**src/usb_otg_line_power_defs.svh**
```systemverilog
// Offsets, bit positions, reset values and timing figures of the USB line/power control block.
// Assumes a 100 MHz system clock and word-aligned byte addresses on the register port.
`ifndef USB_OTG_LINE_POWER_DEFS_SVH
`define USB_OTG_LINE_POWER_DEFS_SVH

// Register byte addresses
`define OFS_OTG_LINE_CONTROL 8'h00
`define OFS_USB_POWER_CONTROL 8'h04
`define OFS_USB_INTERRUPT_FLAGS 8'h08

// Line control bits
`define BIT_DPLUS_PULL_UP 7
`define BIT_DMINUS_PULL_UP 6
`define BIT_DPLUS_PULL_DOWN 5
`define BIT_DMINUS_PULL_DOWN 4
`define BIT_VBUS_POWER_ON 3
`define BIT_SW_PULL_CONTROL 2
`define BIT_VBUS_CHARGE 1
`define BIT_VBUS_DISCHARGE 0

// Power control bits
`define BIT_ACTIVITY_PENDING 7
`define BIT_SLEEP_GUARD 4
`define BIT_MODULE_BUSY 3
`define BIT_SUSPEND 1
`define BIT_MODULE_POWER 0

// Interrupt flag bits
`define BIT_STALL_FLAG 7
`define BIT_ATTACH_FLAG 6
`define BIT_RESUME_FLAG 5
`define BIT_IDLE_FLAG 4
`define BIT_TOKEN_DONE_FLAG 3
`define BIT_FRAME_START_FLAG 2
`define BIT_ERROR_FLAG 1
`define BIT_RESET_DETACH_FLAG 0

// Reset values
`define RST_LINE_CONTROL 8'h00
`define RST_POWER_CONTROL 8'h00
`define RST_INTERRUPT_FLAGS 8'h00

// Timing
`define CLK_PERIOD_NS 10
`define RESUME_K_TIME_NS 2500
`define IDLE_TIME_US 3000
`define SHUTDOWN_CYCLES 16

`endif

```
**src/usb_otg_line_power_pkg.sv**
```systemverilog
// Types shared by the USB line/power control block.
// Assumes the matching _defs header supplies all numeric constants.
package usb_otg_line_power_pkg;

  typedef struct packed {
    logic dplus_pull_up_en;
    logic dminus_pull_up_en;
    logic dplus_pull_down_en;
    logic dminus_pull_down_en;
  } pull_t;

  typedef struct packed {
    logic dplus;
    logic dminus;
  } line_t;

  typedef enum logic [1:0] {
    PWR_OFF,
    PWR_ON,
    PWR_SETTLE
  } power_state_t;

endpackage

```
**src/line_hold_detect.sv**
```systemverilog
// Pulses once when a condition has held for a given number of clock cycles.
// Assumes the condition is already in the clock domain.
`timescale 1ns/1ps
module line_hold_detect #(
  parameter int CYCLES = 250
) (
  input wire logic clk_i,
  input wire logic rst_i,
  input wire logic ce_i,
  input wire logic cond_i,
  output logic hit_o
);

  localparam int W = $clog2(CYCLES + 1);

  if (CYCLES < 1) begin : g_check
    $error("line_hold_detect needs CYCLES of at least one");
  end

  logic [W-1:0] count;

  always_ff @(posedge clk_i) begin
    if (rst_i) begin
      count <= '0;
      hit_o <= 1'b0;
    end else if (ce_i) begin
      hit_o <= 1'b0;
      if (!cond_i) begin
        count <= '0;
      end else if (count != W'(CYCLES)) begin
        count <= count + W'(1);
        // Fire exactly once, on the cycle the hold time is reached
        hit_o <= (count == W'(CYCLES - 1));
      end
    end
  end

endmodule

```
**src/usb_otg_line_power_ctrl.sv**
```systemverilog
// USB OTG line, VBUS and module power control with the interrupt flag register.
// Assumes register strobes and core events are on CLK_I; D+ and D- arrive from the cable asynchronously.
//
// Operation
// - Bits 31 to 8 of every register read as zero.
// - D+ pull-up bit one enables D+ pull-up, zero disables it.
// - Bit 6 enables the D- pull-up when one, disables when zero.
// - Bit 5 enables the D+ pull-down when one, disables when zero.
// - Bit 4 enables the D- pull-down when one, disables when zero.
// - Bit 3 one powers VBUS; zero leaves VBUS unsupplied.
// - Bit 2 one gives software the pull bits, zero gives hardware control.
// - Bit 1 one charges VBUS through a pull-up; zero applies no charge.
// - Bit 0 one discharges VBUS through a pull-down; zero applies none.
// - Bit 7 reads one while activity seen but its interrupt not raised.
// - Guard bit set blocks sleep on activity or pending notification.
// - Busy reads one while active or not yet ready to re-enable.
// - Suspend gates the 48 MHz USB clock and idles the transceiver.
// - Power bit zero holds outputs inactive, frees pins, stops analog.
// - Hardware sets flags, reset clears them, writing one clears; the error flag (bit 1) reads ERROR_PENDING_I directly.
// - Clearing the token-done flag advances the status FIFO.
// - Resume flag sets after a K-state for 2.5 us.
// - Idle flag sets after 3 ms of continuous idle bus.
//
// The strobed register port and the register addresses were decided locally.
`timescale 1ns/1ps
`include "usb_otg_line_power_defs.svh"
module usb_otg_line_power_ctrl #(
  parameter int IDLE_CYCLES = `IDLE_TIME_US * 1000 / `CLK_PERIOD_NS,
  parameter int SHUTDOWN_CYCLES = `SHUTDOWN_CYCLES
) (
  input wire logic CLK_I,
  input wire logic SYS_RST_I,
  input wire logic CE_I,
  input wire logic [7:0] ADDR_I,
  input wire logic [31:0] WDATA_I,
  input wire logic WR_I,
  input wire logic RD_I,
  output logic [31:0] RDATA_O,
  input wire logic DPLUS_I,
  input wire logic DMINUS_I,
  input wire logic HOST_MODE_I,
  input wire logic STALL_EVT_I,
  input wire logic ATTACH_EVT_I,
  input wire logic TOKEN_DONE_EVT_I,
  input wire logic FRAME_START_EVT_I,
  input wire logic ERROR_PENDING_I,
  input wire logic RESET_DETACH_EVT_I,
  input wire logic SLEEP_REQ_I,
  output logic SLEEP_BLOCK_O,
  output usb_otg_line_power_pkg::pull_t PULL_O,
  output logic VBUS_POWER_O,
  output logic VBUS_CHARGE_O,
  output logic VBUS_DISCHARGE_O,
  output logic USB_CLK_EN_O,
  output logic XCVR_LOW_POWER_O,
  output logic PINS_OWNED_O,
  output logic ANALOG_EN_O,
  output logic STAT_FIFO_ADVANCE_O
);

  localparam int RESUME_CYCLES = (`RESUME_K_TIME_NS + `CLK_PERIOD_NS - 1) / `CLK_PERIOD_NS;
  localparam int SW = $clog2(SHUTDOWN_CYCLES + 1);

  if (IDLE_CYCLES < 1 || SHUTDOWN_CYCLES < 1) begin : g_check
    $error("usb_otg_line_power_ctrl needs positive cycle counts");
  end

  function automatic logic reg_hit(input logic [7:0] addr, input logic [7:0] ofs);
    reg_hit = (addr == ofs);
  endfunction

  ////////////////////////////////////////////////////////////////////////////
  // Registers

  logic [7:0] line_control;
  logic sleep_entry_guard;
  logic suspend_request;
  logic module_power_on;
  logic [7:0] flags;
  logic activity_irq_pending;
  logic module_busy;
  usb_otg_line_power_pkg::power_state_t power_state;
  logic [SW-1:0] settle_count;

  logic wr_line;
  logic wr_power;
  logic wr_flags;
  logic [7:0] clear_mask;

  assign wr_line = WR_I && reg_hit(ADDR_I, `OFS_OTG_LINE_CONTROL);
  assign wr_power = WR_I && reg_hit(ADDR_I, `OFS_USB_POWER_CONTROL);
  assign wr_flags = WR_I && reg_hit(ADDR_I, `OFS_USB_INTERRUPT_FLAGS);
  assign clear_mask = wr_flags ? WDATA_I[7:0] : 8'h00;

  always_ff @(posedge CLK_I) begin
    if (SYS_RST_I) begin
      line_control <= `RST_LINE_CONTROL;
    end else if (CE_I && wr_line) begin
      line_control <= WDATA_I[7:0];
    end
  end

  always_ff @(posedge CLK_I) begin
    if (SYS_RST_I) begin
      sleep_entry_guard <= 1'(`RST_POWER_CONTROL >> `BIT_SLEEP_GUARD);
      suspend_request <= 1'(`RST_POWER_CONTROL >> `BIT_SUSPEND);
      module_power_on <= 1'(`RST_POWER_CONTROL >> `BIT_MODULE_POWER);
    end else if (CE_I && wr_power) begin
      sleep_entry_guard <= WDATA_I[`BIT_SLEEP_GUARD];
      suspend_request <= WDATA_I[`BIT_SUSPEND];
      module_power_on <= WDATA_I[`BIT_MODULE_POWER];
    end
  end

  ////////////////////////////////////////////////////////////////////////////
  // Module power sequencing and busy indication

  always_ff @(posedge CLK_I) begin
    if (SYS_RST_I) begin
      power_state <= usb_otg_line_power_pkg::PWR_OFF;
      settle_count <= '0;
    end else if (CE_I) begin
      case (power_state)
        usb_otg_line_power_pkg::PWR_OFF: begin
          if (module_power_on) begin
            power_state <= usb_otg_line_power_pkg::PWR_ON;
          end
        end
        usb_otg_line_power_pkg::PWR_ON: begin
          // Shutdown takes a while before the module may be re-enabled
          if (!module_power_on) begin
            power_state <= usb_otg_line_power_pkg::PWR_SETTLE;
            settle_count <= SW'(SHUTDOWN_CYCLES);
          end
        end
        usb_otg_line_power_pkg::PWR_SETTLE: begin
          if (settle_count == SW'(1)) begin
            power_state <= usb_otg_line_power_pkg::PWR_OFF;
          end
          settle_count <= settle_count - SW'(1);
        end
        default: begin
          power_state <= usb_otg_line_power_pkg::PWR_OFF;
        end
      endcase
    end
  end

  assign module_busy = (power_state != usb_otg_line_power_pkg::PWR_OFF);

  ////////////////////////////////////////////////////////////////////////////
  // Line input synchronisation, three stages with agreement filter

  usb_otg_line_power_pkg::line_t line_s1;
  usb_otg_line_power_pkg::line_t line_s2;
  usb_otg_line_power_pkg::line_t line_s3;
  usb_otg_line_power_pkg::line_t line;
  logic line_changed;

  always_ff @(posedge CLK_I) begin
    if (SYS_RST_I) begin
      line_s1 <= '0;
      line_s2 <= '0;
      line_s3 <= '0;
      line <= '0;
      line_changed <= 1'b0;
    end else if (CE_I) begin
      line_s1 <= {DPLUS_I, DMINUS_I};
      line_s2 <= line_s1;
      line_s3 <= line_s2;
      line_changed <= 1'b0;
      if (line_s2 == line_s3) begin
        line <= line_s3;
        line_changed <= (line != line_s3);
      end
    end
  end

  ////////////////////////////////////////////////////////////////////////////
  // Resume and idle detection

  logic k_state;
  logic j_state;
  logic resume_hit;
  logic idle_hit;

  assign k_state = !line.dplus && line.dminus;
  assign j_state = line.dplus && !line.dminus;

  line_hold_detect #(
    .CYCLES(RESUME_CYCLES)
  ) u_resume_detect (
    .clk_i(CLK_I),
    .rst_i(SYS_RST_I),
    .ce_i(CE_I),
    .cond_i(module_power_on && k_state),
    .hit_o(resume_hit)
  );

  line_hold_detect #(
    .CYCLES(IDLE_CYCLES)
  ) u_idle_detect (
    .clk_i(CLK_I),
    .rst_i(SYS_RST_I),
    .ce_i(CE_I),
    .cond_i(module_power_on && j_state),
    .hit_o(idle_hit)
  );

  ////////////////////////////////////////////////////////////////////////////
  // Interrupt flags: set wins over a simultaneous write-one clear

  logic [7:0] set_mask;

  always_comb begin
    set_mask = 8'h00;
    if (module_power_on) begin
      set_mask[`BIT_STALL_FLAG] = STALL_EVT_I;
      set_mask[`BIT_ATTACH_FLAG] = ATTACH_EVT_I;
      set_mask[`BIT_RESUME_FLAG] = resume_hit;
      set_mask[`BIT_IDLE_FLAG] = idle_hit;
      set_mask[`BIT_TOKEN_DONE_FLAG] = TOKEN_DONE_EVT_I;
      set_mask[`BIT_FRAME_START_FLAG] = FRAME_START_EVT_I;
      set_mask[`BIT_RESET_DETACH_FLAG] = RESET_DETACH_EVT_I;
    end
  end

  always_ff @(posedge CLK_I) begin
    if (SYS_RST_I) begin
      flags <= `RST_INTERRUPT_FLAGS;
    end else if (CE_I) begin
      flags <= (flags & ~clear_mask) | set_mask;
    end
  end

  always_ff @(posedge CLK_I) begin
    if (SYS_RST_I) begin
      STAT_FIFO_ADVANCE_O <= 1'b0;
    end else if (CE_I) begin
      STAT_FIFO_ADVANCE_O <= clear_mask[`BIT_TOKEN_DONE_FLAG] && flags[`BIT_TOKEN_DONE_FLAG];
    end
  end

  ////////////////////////////////////////////////////////////////////////////
  // Activity pending and sleep guard

  always_ff @(posedge CLK_I) begin
    if (SYS_RST_I) begin
      activity_irq_pending <= 1'b0;
    end else if (CE_I) begin
      // Pending from activity in suspend until the resume flag is raised
      if (resume_hit || !suspend_request || !module_power_on) begin
        activity_irq_pending <= 1'b0;
      end else if (line_changed) begin
        activity_irq_pending <= 1'b1;
      end
    end
  end

  assign SLEEP_BLOCK_O = sleep_entry_guard && SLEEP_REQ_I && (line_changed || activity_irq_pending);

  ////////////////////////////////////////////////////////////////////////////
  // Line and power outputs

  usb_otg_line_power_pkg::pull_t sw_pull;
  usb_otg_line_power_pkg::pull_t hw_pull;
  usb_otg_line_power_pkg::pull_t next_pull;

  always_comb begin
    sw_pull.dplus_pull_up_en = line_control[`BIT_DPLUS_PULL_UP];
    sw_pull.dminus_pull_up_en = line_control[`BIT_DMINUS_PULL_UP];
    sw_pull.dplus_pull_down_en = line_control[`BIT_DPLUS_PULL_DOWN];
    sw_pull.dminus_pull_down_en = line_control[`BIT_DMINUS_PULL_DOWN];
    hw_pull.dplus_pull_up_en = !HOST_MODE_I;
    hw_pull.dminus_pull_up_en = 1'b0;
    hw_pull.dplus_pull_down_en = HOST_MODE_I;
    hw_pull.dminus_pull_down_en = HOST_MODE_I;
    next_pull = line_control[`BIT_SW_PULL_CONTROL] ? sw_pull : hw_pull;
    if (!module_power_on) begin
      next_pull = '0;
    end
  end

  always_ff @(posedge CLK_I) begin
    if (SYS_RST_I) begin
      PULL_O <= '0;
      VBUS_POWER_O <= 1'b0;
      VBUS_CHARGE_O <= 1'b0;
      VBUS_DISCHARGE_O <= 1'b0;
    end else if (CE_I) begin
      PULL_O <= next_pull;
      VBUS_POWER_O <= module_power_on && line_control[`BIT_VBUS_POWER_ON];
      VBUS_CHARGE_O <= module_power_on && line_control[`BIT_VBUS_CHARGE];
      VBUS_DISCHARGE_O <= module_power_on && line_control[`BIT_VBUS_DISCHARGE];
    end
  end

  always_ff @(posedge CLK_I) begin
    if (SYS_RST_I) begin
      USB_CLK_EN_O <= 1'b0;
      XCVR_LOW_POWER_O <= 1'b1;
      PINS_OWNED_O <= 1'b0;
      ANALOG_EN_O <= 1'b0;
    end else if (CE_I) begin
      USB_CLK_EN_O <= module_power_on && !suspend_request;
      XCVR_LOW_POWER_O <= !module_power_on || suspend_request;
      PINS_OWNED_O <= module_power_on;
      ANALOG_EN_O <= module_power_on;
    end
  end

  ////////////////////////////////////////////////////////////////////////////
  // Register read port, data valid the cycle after the strobe

  always_ff @(posedge CLK_I) begin
    if (SYS_RST_I) begin
      RDATA_O <= 32'h0000_0000;
    end else if (CE_I) begin
      RDATA_O <= 32'h0000_0000;
      if (RD_I) begin
        case (ADDR_I)
          `OFS_OTG_LINE_CONTROL: begin
            RDATA_O[7:0] <= line_control;
          end
          `OFS_USB_POWER_CONTROL: begin
            RDATA_O[`BIT_ACTIVITY_PENDING] <= activity_irq_pending;
            RDATA_O[`BIT_SLEEP_GUARD] <= sleep_entry_guard;
            RDATA_O[`BIT_MODULE_BUSY] <= module_busy;
            RDATA_O[`BIT_SUSPEND] <= suspend_request;
            RDATA_O[`BIT_MODULE_POWER] <= module_power_on;
          end
          `OFS_USB_INTERRUPT_FLAGS: begin
            RDATA_O[7:0] <= flags;
            RDATA_O[`BIT_ERROR_FLAG] <= ERROR_PENDING_I;
          end
          default: begin
            RDATA_O <= 32'h0000_0000;
          end
        endcase
      end
    end
  end

endmodule

```
**config.mk**
```make
export PLATFORM = sky130hd
export DESIGN_NAME = usb_otg_line_power_ctrl
export DESIGN_NICKNAME = d
export VERILOG_FILES = /design/src/usb_otg_line_power_pkg.sv /design/src/line_hold_detect.sv /design/src/usb_otg_line_power_ctrl.sv
export VERILOG_INCLUDE_DIRS = /design/src
export SDC_FILE = /design/constraint.sdc
export NUM_CORES = 1
export LEC_CHECK = 0
export BUFFER_PORTS_ARGS = -buffer_cell sky130_fd_sc_hd__clkbuf_2
export CAP_MARGIN = 20
export CORE_AREA = 3 3 110 112
export CTS_BUF_LIST = sky130_fd_sc_hd__clkbuf_8
export DETAILED_ROUTE_END_ITERATION = 7
export DIE_AREA = 0 0 113 115
export MAX_ROUTING_LAYER = met4
export SETUP_SLACK_MARGIN = 0.1
export SYNTH_ARGS = -nofsm -noshare
export SYNTH_HDL_FRONTEND = slang
export SYNTH_HIERARCHICAL = 1
export SYNTH_SLANG_ARGS = --single-unit
```
**constraint.sdc**
```tcl
create_clock -name CLK_I -period 4.07 [get_ports CLK_I]
set_clock_uncertainty 0.1 [all_clocks]
set_input_delay 0.814 -clock CLK_I [delete_from_list [all_inputs] [get_ports CLK_I]]
set_output_delay 0.814 -clock CLK_I [all_outputs]
set_load 0.01 [all_outputs]
```
---- Word-level counts from Yosys, hierarchy flattened ----
Index checks and enable logic that the tools add are counted.
word-level totals
  flip-flop bits (word level) ............. 108
  output and inout port bits .............. 45
  word-level logic and storage cells ...... 119
cells by class
  eq/ne operators ......................... 16
  mux-type cells .......................... 28
  bitwise gates (word level) .............. 3
  add/subtract/negate cells ............... 3
  reduce and logical (&&, ||, !) cells .... 36
operator list
  operator               number
  $mux 19                2
  $mux 8                 4
  $add 19x1->19 const B  1
  $eq 19x19->1 const B   1
  $ne 19x19->1 const B   1
  $pmux 2 s3             3
  $logic_and 1x1->1      16
  $ne 2x2->1 const B     5
  $pmux 5 s2             1
  $add 8x1->8 const B    1
  $and 8x8->8            1
  $eq 8x3->1 const B     1
  $eq 8x4->1 const B     1
  $eq 8x8->1 const B     1
  $logic_not 8->1        1
  $mux 1                 8
  $mux 4                 2
  $ne 8x8->1 const B     1
  $not 8->8              1
  $or 8x8->8             1
  $reduce_and 2->1       4
  $mux 2                 3
  $mux 6                 1
  $reduce_bool 2->1      3
  other kinds (15)       22

---- Longest topological paths before layout ----
  depth in word-level cells ............... 6
  depth in mapped cells ................... 8

---- Cells and area by module ----
The synthesis kept the hierarchy.
by module, submodules not included
  module                              cells an instance  times used  area each (um^2)  seq. area each (um^2)
  usb_otg_line_power_ctrl             299                1           2746.4            1081.0
  line_hold_detect (u_idle_detect)    137                1           1148.6            400.4
  line_hold_detect (u_resume_detect)  61                 1           535.5             180.2

---- Worst setup path after synthesis ----
No wires, ideal clock.
  kind .................................... input port to flip-flop
  start point ............................. in CE_I
  end point ............................... reg line_control[0]
  data arrival time ....................... 1.884 ns
  stages on the path ...................... 5
  setup time .............................. 0.131 ns
  slack ................................... 1.955 ns
  required time ........................... 3.839 ns
  cell sequence ........................... buf_4 or4b_4 buf_6 o311ai_1 o41ai_1
on the way
  longest elaborated chain between the ends .. 1
ends and longest elaborated chain
  item                  line                           source
  from (decl)           usb_otg_line_power_ctrl.sv:33  input wire logic CE_I,
  $logic_and 1x1->1     usb_otg_line_power_ctrl.sv:98  end else if (CE_I && wr_line) begin
  to (signal assigned)  usb_otg_line_power_ctrl.sv:97  line_control <= `RST_LINE_CONTROL;
  to (signal assigned)  usb_otg_line_power_ctrl.sv:99  line_control <= WDATA_I[7:0];
  to (decl)             usb_otg_line_power_ctrl.sv:75  logic [7:0] line_control;
No other way between the ends.
A chain may end at the register's enable or synchronous reset.

---- Worst setup path after layout ----
  start point ............................. reg module_power_on
  end point ............................... reg u_idle_detect.count[7]
on the way
  longest elaborated chain between the ends .. 3
ends and longest elaborated chain
  item                        line                            source
  from (decl)                 usb_otg_line_power_ctrl.sv:78   logic module_power_on;
  from (signal assigned)      usb_otg_line_power_ctrl.sv:107  module_power_on <= 1'(`RST_POWER_CONTROL >> `BIT_MODULE_POWER);
  from (signal assigned)      usb_otg_line_power_ctrl.sv:111  module_power_on <= WDATA_I[`BIT_MODULE_POWER];
  $logic_and 1x1->1 (*)       usb_otg_line_power_ctrl.sv:206  .cond_i(module_power_on && j_state),
  $ne 2x2->1 (no line)        --
  $reduce_and 2->1 (no line)  --
  to (signal assigned)        line_hold_detect.sv:31          count <= count + W'(1);
  to (decl)                   line_hold_detect.sv:20          logic [W-1:0] count;
Mark *: on every way between the ends. The rest lies on a longest branch, timed or not.

==> run summary <==
STA classifies the critical path endpoint as a flip-flop. The maximum resistive drop on vdd is 0.203 mV. The number of nets with antenna violations after routing is 0. Cell internal power was estimated by the tool at ~1.1 mW. In this run the most used layer during global routing was met2. The count of clock tree sinks came out at 83.

Setup repair after global routing left no endpoint under its margin. The type of element launching the critical path is a flip-flop. From bottom edge to top edge, the die measures ~120 um. Counting the fill cells in the layout gives 1142. Leaving out fill and tap cells, the most frequent cell in the layout is dfxtp_1.

The total overflow left after global routing is 0. The area of the multi-input gates is between 0.002 and 0.0025 mm^2. After synthesis the cells add up to approximately 0.0044 mm^2.

The met3 track utilization from global routing came out at 4.53%. The area taken by flip-flops and latches came out at about 0.0017 mm^2. The worst hold path passes through 2 cells. The DRC violations left is 0. For the final routed database, the setup TNS stands at 0 ns. The final hold violation count was 0. The number of antenna violations at the first check in global routing is 0. The iteration-0 DRC count of the detailed router came out at about 200. After floorplanning, the core was sized to cover around 0.011 mm^2. The CTS root buffer is clkbuf_8. At the end of the flow, the number of nets in the layout was between 500 and 600. At the pin with the least slew margin, the transition time is between 0.9 and 1 ns. The worst path required time is about 4.2 ns. Summing the sequential cell areas from Yosys gives a little under two fifths of the chip area.

The quantity of gates resized following cts came out at 0. Registers are responsible for 55.5% of the overall power. For this design the top-level I/O count stands at 100. The row count came out at 39. The fraction of the cycle the final worst path needs is between 60% and 70%.

The total detailed-routing wirelength came out at approximately 11000 um. Post-CTS timing repair inserted 0 buffers for setup. The TritonCTS buffer count is 9. The x dimension of the die is 113 um. For this block, the via count after detailed routing is approximately 3800. In this run the most critical hold path is launched from RDATA_O[5]. The wire length of the first global-routing pass is around 18000 um. The clock period minus final worst setup slack came out at between 2 and 3 ns.

The clock tree buffer depth came out at 2. The clock tree synthesis step divided the H-tree into 3 levels. The number of hold buffers added after CTS is 0.

The average size of a mapped cell came out at 8.91 um^2. The switching part of the total is between 20% and 30%. The power dissipated by switching net loads is 375 uW.

TritonCTS built the clock tree. The sum of net half-perimeters after detailed placement is 7460 um. In this run, synthesis produced a sequential element count of 83. The overall power consumption is about 1.5 mW. The number of maximum-capacitance violations came out at 0. The routing usage on met2 came out at 28.4%. The number of search-and-repair iterations in the first detailed-routing pass came out at 5.

The relative slew slack is a little over a third. The ratio of total power to cell area is ~300 mW/mm^2. The number of pins exceeding their max-slew limit in the final report is 0. The highest fanout seen on the critical path came out at 16. The number of instances in the synthesized netlist is between 400 and 500.

The min-delay analysis places its worst path in the category flip-flop to flip-flop. The via count of the first global-routing pass came to 3693. The wire length per cell came out at ~16 um. At the end of routability-driven placement, the weighted congestion stood at roughly 0.86. The growth of design area from synthesis to finish is 9.01%. Summed over all cells, the static leakage comes to between 1.5 and 2 nW. The maximum frequency from static timing analysis is about 0.37 GHz.

The share of async-settable or async-resettable flops after synthesis came out at 0%. The largest net degree at the start of global routing came out at 40. In this run the critical register-to-register path is launched from module_power_on. Once the floorplan was initialized, standard cells occupied 39.1% of the core. The data arrival time of the critical path is roughly 2.8 ns. In this run the tool buffered the top-level ports with between 50 and 60 buffer cells. The met1 global-route usage is about 22%.

The final-report setup violation count is 0. In the layout the commonest cells are dfxtp_1 (83), clkbuf_2 (51), a21oi_1 (37). The repair_antennas step left the layout with diodes totalling 0. The flow ran to the end, and the final reports show no timing, DRC or antenna violations. In this run, synthesis inferred 0 flip-flops with an integrated enable. The number of warnings issued by yosys came out at 6. For this run, the leading register cell type out of synthesis is dfxtp_1. The post-route netlist has a little under a fifth of its cells at a drive strength greater than 1. The post-synthesis cell type count came out at just under 70. The clock network accounts for a little under two fifths of the total power. The clock latency of the later-clocked register in the worst-skew pair is 0.37 ns. The clock transition at the register clock pins on the worst setup and hold paths after CTS is about 0.08 ns. Cells fill approximately 43% of the core in the end. The number of cells on the worst reg-to-reg path came out at 6. The worst setup path is of the flip-flop to flip-flop kind. The source of the critical timing path is module_power_on.

The global routing usage summed across all routing layers came out at approximately 18%. The detail-routed via count per cell came out at roughly 5.6. Combinational cells account for roughly 6.9% of the total power. The full die area came out at 0.0130 mm^2.
## power groups by stage
stage,Sequential [mW],Combinational (mW),Clock (mW)
6_report,0.816,0.101,0.554
5_1_grt,0.817,0.112,0.608
3_3_place_gp,0.835,0.0991,0
4_1_cts,0.816,0.101,0.575
2_1_floorplan,0.835,0.0827,0
3_5_place_dp,0.835,0.100,0
## critical path, stage by stage (launching register included)
cell and delay, ns:
dfxtp_1 0.53, and3_1 0.58, and4bb_2 0.35, nand4_4 0.12, o21ai_2 0.55, a21oi_1 0.09
o32ai_1 0.25
## path summary, 6_finish.rpt
check                           endpoint  slack (ns)
setup / recovery  u_idle_detect/count[7]        1.40
hold / removal                RDATA_O[5]        0.37
setup reg to reg  u_idle_detect/count[7]        1.40
hold reg to reg               RDATA_O[5]        0.37
## cell usage after synthesis (6+ instances only)
library cell   n  area, um^2
a211oi_1      11        82.6
and3_1         7        43.8
dfxtp_1       83        1660
clkbuf_1      13        48.8
nor2b_1        9        56.3
buf_4         28         210
buf_2          7        35.0
nand4_1       15        93.8
ha_1           8         100
o31ai_1        8        60.1
o21ai_0        6        30.0
nor3_1        10        50.1
nand3_1       13        65.1
o32ai_1        6        52.6
mux2i_1       11         110
or3_1         15        93.8
a31oi_1       11        68.8
xnor2_1        7        61.3
mux2_2         9         101
nor2_1        27         101
a21boi_0       9        67.6
a21oi_1       37         185
nand2b_1       6        37.5
nand2_1       25        93.8
inv_1         23        86.3
## per-stage QoR
| step | hold WS (ns) | cell area, um^2 | setup slack, ns | instances |
|---|---|---|---|---|
| 2_1_floorplan | 0.349 | 4520 | 1.95 | 520 |
| 3_3_place_gp | 0.352 | 4650 | 1.12 | 665 |
| 3_5_place_dp | 0.353 | 4650 | 1.12 | 665 |
| 4_1_cts | 0.375 | 4830 | 1.40 | 681 |
| 5_1_grt | 0.402 | 4830 | 1.13 | 681 |
| 6_report | 0.371 | 4830 | 1.40 | 681 |
## flip-flops by register name, summed over array words and instances, names as in the netlist, 2 cells and up
name / count
settle_count: 5
line_s3: 2
power_state: 2
line_s1: 2
u_idle_detect/count: 19
line: 2
flags: 7
PULL_O: 4
u_resume_detect/count: 8
RDATA_O: 8
line_s2: 2
line_control: 8
## cell type report
cell class / instances / area share (%)
Inverter: 24 / 1.87
Multi-Input combinational cell: 361 / 50.5
Sequential cell: 83 / 34.4
Tap cell: 143 / 3.70
Clock buffer: 11 / 3.13
Clock inverter: 5 / 0.596
Timing Repair Buffer: 54 / 5.75
## metal layers
layer / wire [um] / part of all wire (%)
met4: 121 / 1.1
met3: 508 / 4.8
met1: 4860 / 46
met5: 0 / 0
met2: 5190 / 49
## cells by family after synthesis
group                      Yosys count  synth area share (%)
xor gates and xnor gates             7                  1.38
buffers and inverters               76                  9.35
AOI/OAI and AO/OA                  133                  21.5
and+or+nand+nor                    169                  23.2
adders and majority gates            8                  2.26
muxes                               20                  4.77
DFF                                 83                  37.5
other                                1                0.0846
(Power assumes the default switching activity.)
